<file path="config.mk">
export PLATFORM = sky130hd
export DESIGN_NAME = sscf_top
export DESIGN_NICKNAME = d
export VERILOG_FILES = /design/src/sscf_bitclk.v /design/src/sscf_top.v
export VERILOG_INCLUDE_DIRS = /design/src /design/src/src
export SDC_FILE = /design/constraint.sdc
export NUM_CORES = 1
export LEC_CHECK = 0
export BUFFER_PORTS_ARGS = -buffer_cell sky130_fd_sc_hd__buf_2
export CAP_MARGIN = 20
export CORE_ASPECT_RATIO = 1.1
export CORE_MARGIN = 2
export CORE_UTILIZATION = 27
export CTS_CLUSTER_SIZE = 28
export DETAILED_ROUTE_END_ITERATION = 16
export HOLD_SLACK_MARGIN = 0.05
export PLACE_DENSITY = 0.46
export SLEW_MARGIN = 20
export SYNTH_ARGS = -nofsm -noshare
export SYNTH_HDL_FRONTEND = slang
export SYNTH_SLANG_ARGS = --single-unit
</file>
<file path="constraint.sdc">
create_clock -name clk -period 2.3 [get_ports clk]
set_input_delay 0.23 -clock clk [delete_from_list [all_inputs] [get_ports clk]]
set_output_delay 0.23 -clock clk [all_outputs]
set_load 0.05 [all_outputs]
</file>
<file path="src/sscf_consts.vh">
// Constants for the serial clock, frame-sync and pin-control block.
// Assumes inclusion by sscf_top.v and sscf_bitclk.v only.
`ifndef SSCF_CONSTS_VH
`define SSCF_CONSTS_VH
`define SSCF_ADDR_CLOCK_FRAME 2'h0
`define SSCF_ADDR_PIN_MODE 2'h1
`define SSCF_ADDR_STATUS 2'h2
`define SSCF_ADDR_CONTROL 2'h3
`define SSCF_REG_RESET 16'h0000
`define SSCF_PM_LSB 0
`define SSCF_PM_MSB 7
`define SSCF_DC_LSB 8
`define SSCF_DC_MSB 12
`define SSCF_WL_LSB 13
`define SSCF_WL_MSB 14
`define SSCF_PSR_BIT 15
`define SSCF_OF0_BIT 0
`define SSCF_OF1_BIT 1
`define SSCF_DIR0_BIT 2
`define SSCF_DIR1_BIT 3
`define SSCF_DIR2_BIT 4
`define SSCF_CKD_BIT 5
`define SSCF_ORDER_BIT 6
`define SSCF_FSL_LSB 7
`define SSCF_FSL_MSB 8
`define SSCF_SYNC_BIT 9
`define SSCF_GATE_BIT 10
`define SSCF_NET_BIT 11
`define SSCF_CTRL_SWRESET_BIT 0
`define SSCF_FIXED_DIV 2'h1
`define SSCF_RANGE_DIV 3'h7
`define SSCF_WL8 5'h08
`define SSCF_WL12 5'h0c
`define SSCF_WL16 5'h10
`define SSCF_WL24 5'h18
`endif

</file>
<file path="src/sscf_bitclk.v">
// Internal bit clock generator: fixed divide by two (two cycles per half period),
// optional divide by eight,
// then a divide by modulus plus one. Emits one-cycle tick pulses on both edges.
`default_nettype none
`include "sscf_consts.vh"
module sscf_bitclk (
    // Clock and reset
    input wire clk,
    input wire reset_n,
    input wire sw_clear,
    // Settings
    input wire [7:0] modulus,
    input wire range_en,
    // Bit clock out
    output reg bclk_ff,
    output wire rise_tick,
    output wire fall_tick
);
    reg [1:0] quarter_ff;
    reg [2:0] eighth_ff;
    reg [7:0] mod_ff;
    wire q_tick;
    wire r_tick;
    wire m_tick;

    assign q_tick = (quarter_ff == `SSCF_FIXED_DIV);
    assign r_tick = q_tick & (!range_en | (eighth_ff == `SSCF_RANGE_DIV));
    assign m_tick = r_tick & (mod_ff >= modulus);
    // Half period edge pairs give fosc/4 per full bit at fastest settings
    assign rise_tick = m_tick & !bclk_ff;
    assign fall_tick = m_tick & bclk_ff;

    always @(posedge clk or negedge reset_n) begin
        if (!reset_n) begin
            quarter_ff <= 2'h0;
            eighth_ff <= 3'h0;
            mod_ff <= 8'h00;
            bclk_ff <= 1'b0;
        end else if (sw_clear) begin
            quarter_ff <= 2'h0;
            eighth_ff <= 3'h0;
            mod_ff <= 8'h00;
            bclk_ff <= 1'b0;
        end else begin
            quarter_ff <= q_tick ? 2'h0 : quarter_ff + 2'h1;
            if (q_tick) begin
                eighth_ff <= eighth_ff + 3'h1;
            end
            if (r_tick) begin
                mod_ff <= m_tick ? 8'h00 : mod_ff + 8'h01;
            end
            if (m_tick) begin
                bclk_ff <= !bclk_ff;
            end
        end
    end
endmodule
`default_nettype wire

</file>
<file path="src/sscf_top.v">
// Clock, frame-sync and control-pin logic of a synchronous serial port.
// Assumes a plain register port and pins outside the clk domain.
`default_nettype none
`include "sscf_consts.vh"
module sscf_top (
    // Clock and reset
    input wire clk,
    input wire reset_n,
    // Register port
    input wire [1:0] reg_addr,
    input wire [23:0] reg_wdata,
    input wire reg_wr,
    input wire reg_rd,
    output reg [23:0] reg_rdata_ff,
    // Transmit word hand-off from the data path
    input wire xmit_load,
    input wire xmit_pending,
    output wire slot_start,
    output wire frame_start,
    output wire [4:0] word_bits,
    output wire bit_order,
    // Shift clocks to the data path
    output wire xmit_shift_tick,
    output wire rcv_shift_tick,
    output wire rcv_sync,
    // Serial clock pin
    input wire sclk_in,
    output wire sclk_out,
    output wire sclk_oe,
    // Control pin zero
    input wire ctrl_pin_zero_in,
    output wire ctrl_pin_zero_out,
    output wire ctrl_pin_zero_oe,
    // Control pin one
    input wire ctrl_pin_one_in,
    output wire ctrl_pin_one_out,
    output wire ctrl_pin_one_oe,
    // Control pin two
    input wire ctrl_pin_two_in,
    output wire ctrl_pin_two_out,
    output wire ctrl_pin_two_oe
);
    reg [15:0] clock_frame_control_ff;
    reg [15:0] pin_mode_control_ff;
    reg [1:0] flag_buf_ff;
    reg [1:0] flag_pin_ff;
    reg [4:0] bit_cnt_ff;
    reg [4:0] slot_cnt_ff;
    reg tx_fs_ff;
    reg rx_fs_ff;
    reg [1:0] sclk_s_ff;
    reg sclk_prev_ff;
    reg [1:0] p0_s_ff;
    reg [1:0] p1_s_ff;
    reg [1:0] p2_s_ff;
    reg fs_ext_prev_ff;
    reg run_ff;
    reg [23:0] nxt_rdata;
    wire sw_clear;
    wire [7:0] modulus;
    wire [4:0] frame_div;
    wire [1:0] wsize;
    wire [1:0] fsl;
    wire dir0;
    wire dir1;
    wire dir2;
    wire ckd;
    wire common;
    wire burst;
    wire network;
    wire int_clk;
    wire int_rise;
    wire int_fall;
    wire ext_rise;
    wire ext_fall;
    wire bit_rise;
    wire bit_fall;
    wire word_end;
    wire frame_end;
    wire ext_fs_edge;
    wire int_frame;
    wire tx_one_bit;
    wire rx_one_bit;

    assign sw_clear = reg_wr & (reg_addr == `SSCF_ADDR_CONTROL) &
        reg_wdata[`SSCF_CTRL_SWRESET_BIT];
    assign modulus = clock_frame_control_ff[`SSCF_PM_MSB:`SSCF_PM_LSB];
    assign frame_div = clock_frame_control_ff[`SSCF_DC_MSB:`SSCF_DC_LSB];
    assign wsize = clock_frame_control_ff[`SSCF_WL_MSB:`SSCF_WL_LSB];
    assign fsl = pin_mode_control_ff[`SSCF_FSL_MSB:`SSCF_FSL_LSB];
    assign dir0 = pin_mode_control_ff[`SSCF_DIR0_BIT];
    assign dir1 = pin_mode_control_ff[`SSCF_DIR1_BIT];
    assign dir2 = pin_mode_control_ff[`SSCF_DIR2_BIT];
    assign ckd = pin_mode_control_ff[`SSCF_CKD_BIT];
    assign common = pin_mode_control_ff[`SSCF_SYNC_BIT];
    assign burst = pin_mode_control_ff[`SSCF_GATE_BIT];
    assign network = pin_mode_control_ff[`SSCF_NET_BIT];
    assign bit_order = pin_mode_control_ff[`SSCF_ORDER_BIT];

    // Control registers
    always @(posedge clk or negedge reset_n) begin
        if (!reset_n) begin
            clock_frame_control_ff <= `SSCF_REG_RESET;
            pin_mode_control_ff <= `SSCF_REG_RESET;
        end else if (sw_clear) begin
            clock_frame_control_ff <= `SSCF_REG_RESET;
            pin_mode_control_ff <= `SSCF_REG_RESET;
        end else if (reg_wr) begin
            if (reg_addr == `SSCF_ADDR_CLOCK_FRAME) begin
                clock_frame_control_ff <= reg_wdata[15:0];
            end
            if (reg_addr == `SSCF_ADDR_PIN_MODE) begin
                pin_mode_control_ff <= reg_wdata[15:0];
            end
        end
    end

    always @* begin
        nxt_rdata = 24'h000000;
        case (reg_addr)
            `SSCF_ADDR_CLOCK_FRAME: nxt_rdata = {8'h00, clock_frame_control_ff};
            `SSCF_ADDR_PIN_MODE: nxt_rdata = {8'h00, pin_mode_control_ff};
            `SSCF_ADDR_STATUS: nxt_rdata = {16'h0000, p1_s_ff[1], p0_s_ff[1], flag_buf_ff,
                tx_fs_ff, rx_fs_ff, run_ff, sclk_out};
            default: nxt_rdata = 24'h000000;
        endcase
    end

    always @(posedge clk or negedge reset_n) begin
        if (!reset_n) begin
            reg_rdata_ff <= 24'h000000;
        end else begin
            reg_rdata_ff <= reg_rd ? nxt_rdata : 24'h000000;
        end
    end

    // Internal bit clock
    sscf_bitclk u_bitclk (
        .clk(clk),
        .reset_n(reset_n),
        .sw_clear(sw_clear),
        .modulus(modulus),
        .range_en(clock_frame_control_ff[`SSCF_PSR_BIT]),
        .bclk_ff(int_clk),
        .rise_tick(int_rise),
        .fall_tick(int_fall)
    );

    // Pin synchronisers
    always @(posedge clk or negedge reset_n) begin
        if (!reset_n) begin
            sclk_s_ff <= 2'h0;
            p0_s_ff <= 2'h0;
            p1_s_ff <= 2'h0;
            p2_s_ff <= 2'h0;
            sclk_prev_ff <= 1'b0;
            fs_ext_prev_ff <= 1'b0;
        end else begin
            sclk_s_ff <= {sclk_s_ff[0], sclk_in};
            p0_s_ff <= {p0_s_ff[0], ctrl_pin_zero_in};
            p1_s_ff <= {p1_s_ff[0], ctrl_pin_one_in};
            p2_s_ff <= {p2_s_ff[0], ctrl_pin_two_in};
            sclk_prev_ff <= sclk_s_ff[1];
            fs_ext_prev_ff <= p2_s_ff[1];
        end
    end

    assign ext_rise = sclk_s_ff[1] & !sclk_prev_ff;
    assign ext_fall = !sclk_s_ff[1] & sclk_prev_ff;
    // Clock source select; burst mode stops edges when not running and no data is pending
    assign bit_rise = (ckd ? int_rise : ext_rise) & (!burst | run_ff | xmit_pending);
    assign bit_fall = (ckd ? int_fall : ext_fall) & (!burst | run_ff);
    assign sclk_out = ckd & (!burst | run_ff) & int_clk;
    assign sclk_oe = ckd;
    assign xmit_shift_tick = bit_rise;
    assign rcv_shift_tick = common ? bit_fall : 1'b0;

    // Word length
    assign word_bits = (wsize == 2'h0) ? `SSCF_WL8 : (wsize == 2'h1) ? `SSCF_WL12 :
        (wsize == 2'h2) ? `SSCF_WL16 : `SSCF_WL24;

    assign word_end = bit_rise & (bit_cnt_ff == word_bits - 5'h01);
    assign frame_end = word_end & (slot_cnt_ff == frame_div);
    assign ext_fs_edge = p2_s_ff[1] & !fs_ext_prev_ff & !dir2 & !burst;
    assign int_frame = dir2 | burst;
    assign slot_start = word_end;
    assign frame_start = int_frame ? frame_end : ext_fs_edge;
    assign tx_one_bit = fsl[1] ^ fsl[0];
    assign rx_one_bit = fsl[1];

    always @(posedge clk or negedge reset_n) begin
        if (!reset_n) begin
            bit_cnt_ff <= 5'h00;
            slot_cnt_ff <= 5'h00;
            tx_fs_ff <= 1'b0;
            rx_fs_ff <= 1'b0;
            run_ff <= 1'b0;
            flag_buf_ff <= 2'h0;
            flag_pin_ff <= 2'h0;
        end else if (sw_clear) begin
            bit_cnt_ff <= 5'h00;
            slot_cnt_ff <= 5'h00;
            tx_fs_ff <= 1'b0;
            rx_fs_ff <= 1'b0;
            run_ff <= 1'b0;
            flag_buf_ff <= 2'h0;
            flag_pin_ff <= 2'h0;
        end else begin
            if (!int_frame && ext_fs_edge) begin
                bit_cnt_ff <= 5'h00;
                slot_cnt_ff <= 5'h00;
            end else if (word_end) begin
                bit_cnt_ff <= 5'h00;
                slot_cnt_ff <= (slot_cnt_ff == frame_div) ? 5'h00 : slot_cnt_ff + 5'h01;
            end else if (bit_rise) begin
                bit_cnt_ff <= bit_cnt_ff + 5'h01;
            end
            // Burst clock starts on a pending word and runs until a word ends with no word pending
            if (burst && bit_rise && !run_ff && xmit_pending) begin
                run_ff <= 1'b1;
            end else if (word_end && !xmit_pending) begin
                run_ff <= 1'b0;
            end
            // Internal sync width: one bit or one word
            if (frame_end) begin
                tx_fs_ff <= 1'b1;
                rx_fs_ff <= 1'b1;
            end else if (bit_rise) begin
                if (tx_one_bit || word_end) begin
                    tx_fs_ff <= 1'b0;
                end
                if (rx_one_bit || word_end) begin
                    rx_fs_ff <= 1'b0;
                end
            end
            // Flags take new values only as the transmit word is loaded
            if (xmit_load) begin
                flag_buf_ff <= pin_mode_control_ff[`SSCF_OF1_BIT:`SSCF_OF0_BIT];
            end
            // Loaded flags reach the pins at frame start, or at slot start in network mode
            if (network ? slot_start : frame_start) begin
                flag_pin_ff <= flag_buf_ff;
            end
        end
    end

    assign rcv_sync = int_frame ? (common ? tx_fs_ff : rx_fs_ff) : p2_s_ff[1];
    assign ctrl_pin_two_out = tx_fs_ff;
    assign ctrl_pin_two_oe = dir2;
    // Flags in common mode, otherwise receive clock and receive sync
    assign ctrl_pin_zero_oe = dir0;
    assign ctrl_pin_zero_out = common ? flag_pin_ff[0] : int_clk;
    assign ctrl_pin_one_oe = dir1;
    assign ctrl_pin_one_out = common ? flag_pin_ff[1] : rx_fs_ff;
endmodule
`default_nettype wire

</file>
==> impl_results.md <==
* Crit path largest cell delay at 340 ps
* Worst endpoint required time at 2070 ps
* Synth Flop Type: dfrtp_1
* # diodes at 0
* CTS tree: yes
* Min-delay src: reg_wdata[2]
* Synth warn at 0
* Critical path, cell by cell: inv_1 > ha_1 > a31oi_1 > and2b_2 > o311ai_4 > a31o_4 > o31ai_4 > buf_6
* Port Buf Inserts at 60
* LEAKAGE at roughly 0.0028 uW
* Post-Place Worst Slack at -79.35 ps
* Clock sink total at 89
* DIE AREA at 17610 um2
* Drt pass-1 iters at 4
* Final WS setup at -201.0 ps
* Fmax achieved at 399.8 MHz
* Slew Limit Fails at 0
* Post-synth cell types at 51
* Post-synth EDFFs at 0
* Reg2reg start: clock_frame_control_ff[2]
* Synth Cell Area at roughly 4500 um2
* RSZ-0062 raised after global routing: true
* Worst EP arrival at 2270 ps
* Fin nets at approximately 610
* Clk_skew at 7.172 ps
* Top delay family on crit path: compound AO/OA/AOI/OAI gates
* R2r setup slk at -150 ps
* WL/cell at 16.09 um
* DRC Markers at 0
* WHS at ~130 ps
* HPWL after DPL at 8813 um
* Syn-to-layout area delta at 29.62%
* Die Y at 139.0 um
* Top Ports at a little under 80
* Register area at 2227 um2
* Initial Util at 0.2743
* # rows at 49
* Hold path endpoint: clock_frame_control_ff[2]
* Final setup violation count at 10
* Most common cell in the synthesized netlist: dfrtp_1
* Core ar. at around 16000 um2
* H-tree level count at 3
* Synth top area cells: dfrtp_1, nand2_1, mux2i_1
* CP max-delay cell: dfrtp_1
* DR vias at 3550
* Worst-Margin Slew at 549.5 ps
* Number of vias per cell at 4.671
* Max transition margin at 0.6329
* RePlAce Congestion at 0.7859
* Largest net degree at the start of global routing at 90
* Num CTS Buffers at 9
* Post-layout min period at 2501 ps
* Hold Vio Cnt, Final at 0
* 1st-iter DRT viols at between 200 and 250
* Post-synth top cells: dfrtp_1, nand2_1, a21oi_1
* Syn Inst Count at about 460
* # fillers at 1666
* Core Util, Final at 0.3555
* Hold Path Depth at 3
* CTS root buf: clkbuf_16
* Clock transition at path regs at approximately 60 ps
* Placed Cells at around 740
* Final Instance Count excl. Fillers at 760
* Peak VDD IR at 371.1 uV
* Max-cap viol count at 0
* Final wirelength at 12230 um
* Multi-input gate area at around 2200 um2
* First-pass GRT wire length at just under 20000 um
* Worst Hold Class: in -> reg
* Post-route ant nets at 0
* WS Path Type: reg -> out
* Worst path bufs/invs at 2
* Final period utilization at 1.087
* Synth async-reset ratio at 1.000
* Failing checks: negative setup slack
* Top cell type's share of synthesized area at 0.4979
* Area leader, netlist: dfrtp_1
* CP startpoint kind: flop
* Reg-to-Reg End: u_bitclk.mod_ff[6]
* Synth Register Bits at 89
* Share of cells above drive strength 1 at 0.2860
* Register area share after synthesis at 0.4979
* Maximum clock path buffer count at 2
* Worst Path Max Fanout at 4
* Pwr Density at 899.4 nW/um2
* Vias in the first global route at 3574
* Die Width at between 100 and 150 um
* R2r worst-path depth at 10
* Outcome: complete, but fails checks
* Avg Inst Size Synth at 9.788 um2
* Gr usage total at 0.1431
* Total grt overflow at 0
* Initial antenna violation count at 0
* WP depth at 8
* CP Capture Type: primary output
* Worst-Skew Late Latency at between 300 and 400 ps
-- report_power, final --
group | switching, uW | leakage, uW | internal (uW)
logic | 1020 | 0.00147 | 774
clock network | 588 | 0.000137 | 858
registers | 180 | 0.00116 | 1790
total | 1790 | 0.00277 | 3420
-- how the worst max path moves through the flow --
| stage | end | start | slack [ps] |
|---|---|---|---|
| after floorplan | frame_start | clock_frame_control_ff[13] | -100 |
| after global placement | u_bitclk.mod_ff[6] | clock_frame_control_ff[2] | -30 |
| after detailed placement | u_bitclk.mod_ff[6] | clock_frame_control_ff[1] | -80 |
| after CTS | rcv_shift_tick | u_bitclk.mod_ff[2] | -290 |
| after global routing | rcv_shift_tick | clock_frame_control_ff[2] | -320 |
| final | frame_start | clock_frame_control_ff[2] | -200 |
-- logic make-up after synthesis --
logic type | count (synthesis) | share of synthesized area
xor+xnor | 11 | 0.02154
compound gates | 84 | 0.1222
other cells | 1 | 0.0008384
fa+ha+maj | 17 | 0.04755
flops | 89 | 0.4979
simple gates | 178 | 0.1950
mux | 27 | 0.06098
buf+inv | 50 | 0.05398
-- sequential cells by signal, indices dropped and copies added (netlist names) --
| signal | flops |
|---|---|
| clock_frame_control_ff | 16 |
| pin_mode_control_ff | 16 |
| reg_rdata_ff | 16 |
| u_bitclk.mod_ff | 8 |
| bit_cnt_ff | 5 |
| slot_cnt_ff | 5 |
| u_bitclk.eighth_ff | 3 |
| flag_buf_ff | 2 |
| flag_pin_ff | 2 |
| p0_s_ff | 2 |
| p1_s_ff | 2 |
| p2_s_ff | 2 |
| sclk_s_ff | 2 |
| u_bitclk.quarter_ff | 2 |
| ctrl_pin_two_out | 1 |
| fs_ext_prev_ff | 1 |
| run_ff | 1 |
| rx_fs_ff | 1 |
| sclk_prev_ff | 1 |
| u_bitclk.bclk_ff | 1 |
-- worst min-delay path, delay by kind of cell --
kind / cells / cell delay (ps)
buf+inv: 1 / 100
simple gates: 1 / 50
compound gates: 1 / 50
-- final cells by class --
class,count,area share
inverter,15,0.01014
timing repair buffer,111,0.1314
sequential,89,0.3841
multi-input combinational,327,0.3811
clock buffer,11,0.04186
tap,204,0.04402
clock inverter,3,0.007337
-- layer usage --
| metal | wire length, um | GRT usage |
|---|---|---|
| met4 | 189 | 0.04858 |
| met5 | 0 | 0 |
| met2 | 6130 | 0.2341 |
| met1 | 5492 | 0.1920 |
| met3 | 418 | 0.02469 |
-- cell usage in the layout, fill, tap and decap left out, types with 6 or more instances in the layout --
| cell | instances |
|---|---|
| nand2_1 | 88 |
| ha_1 | 14 |
| clkbuf_16 | 9 |
| buf_4 | 40 |
| xor2_1 | 6 |
| nor2_1 | 24 |
| inv_1 | 11 |
| mux2i_1 | 25 |
| dfrtp_1 | 89 |
| nor3b_1 | 6 |
| and3_1 | 7 |
| o21ai_0 | 10 |
| conb_1 | 10 |
| buf_2 | 55 |
| nand3_1 | 12 |
| a32o_1 | 7 |
| and2_1 | 10 |
| buf_6 | 9 |
| a21oi_1 | 35 |
-- metrics by stage --
stage / total power (uW) / TNS [ps] / area [um2]
floorplan: 3022 / -100.8 / 4543
global placement: 3549 / -80.29 / 5228
detailed placement: 3585 / -316.4 / 5228
CTS: 5215 / -1882 / 5702
global route: 5548 / -2723 / 5798
finish: 5215 / -1021 / 5798
-- repair_timing --
action	4_1_cts	5_1_grt
endpoints found under the hold margin	93	0
endpoints found under the setup margin	11	27
setup buffers	4	3
resized for setup	33	18
hold buffers	5	0
pin swaps	19	14
No activity file was read; power rests on OpenSTA's default activity.
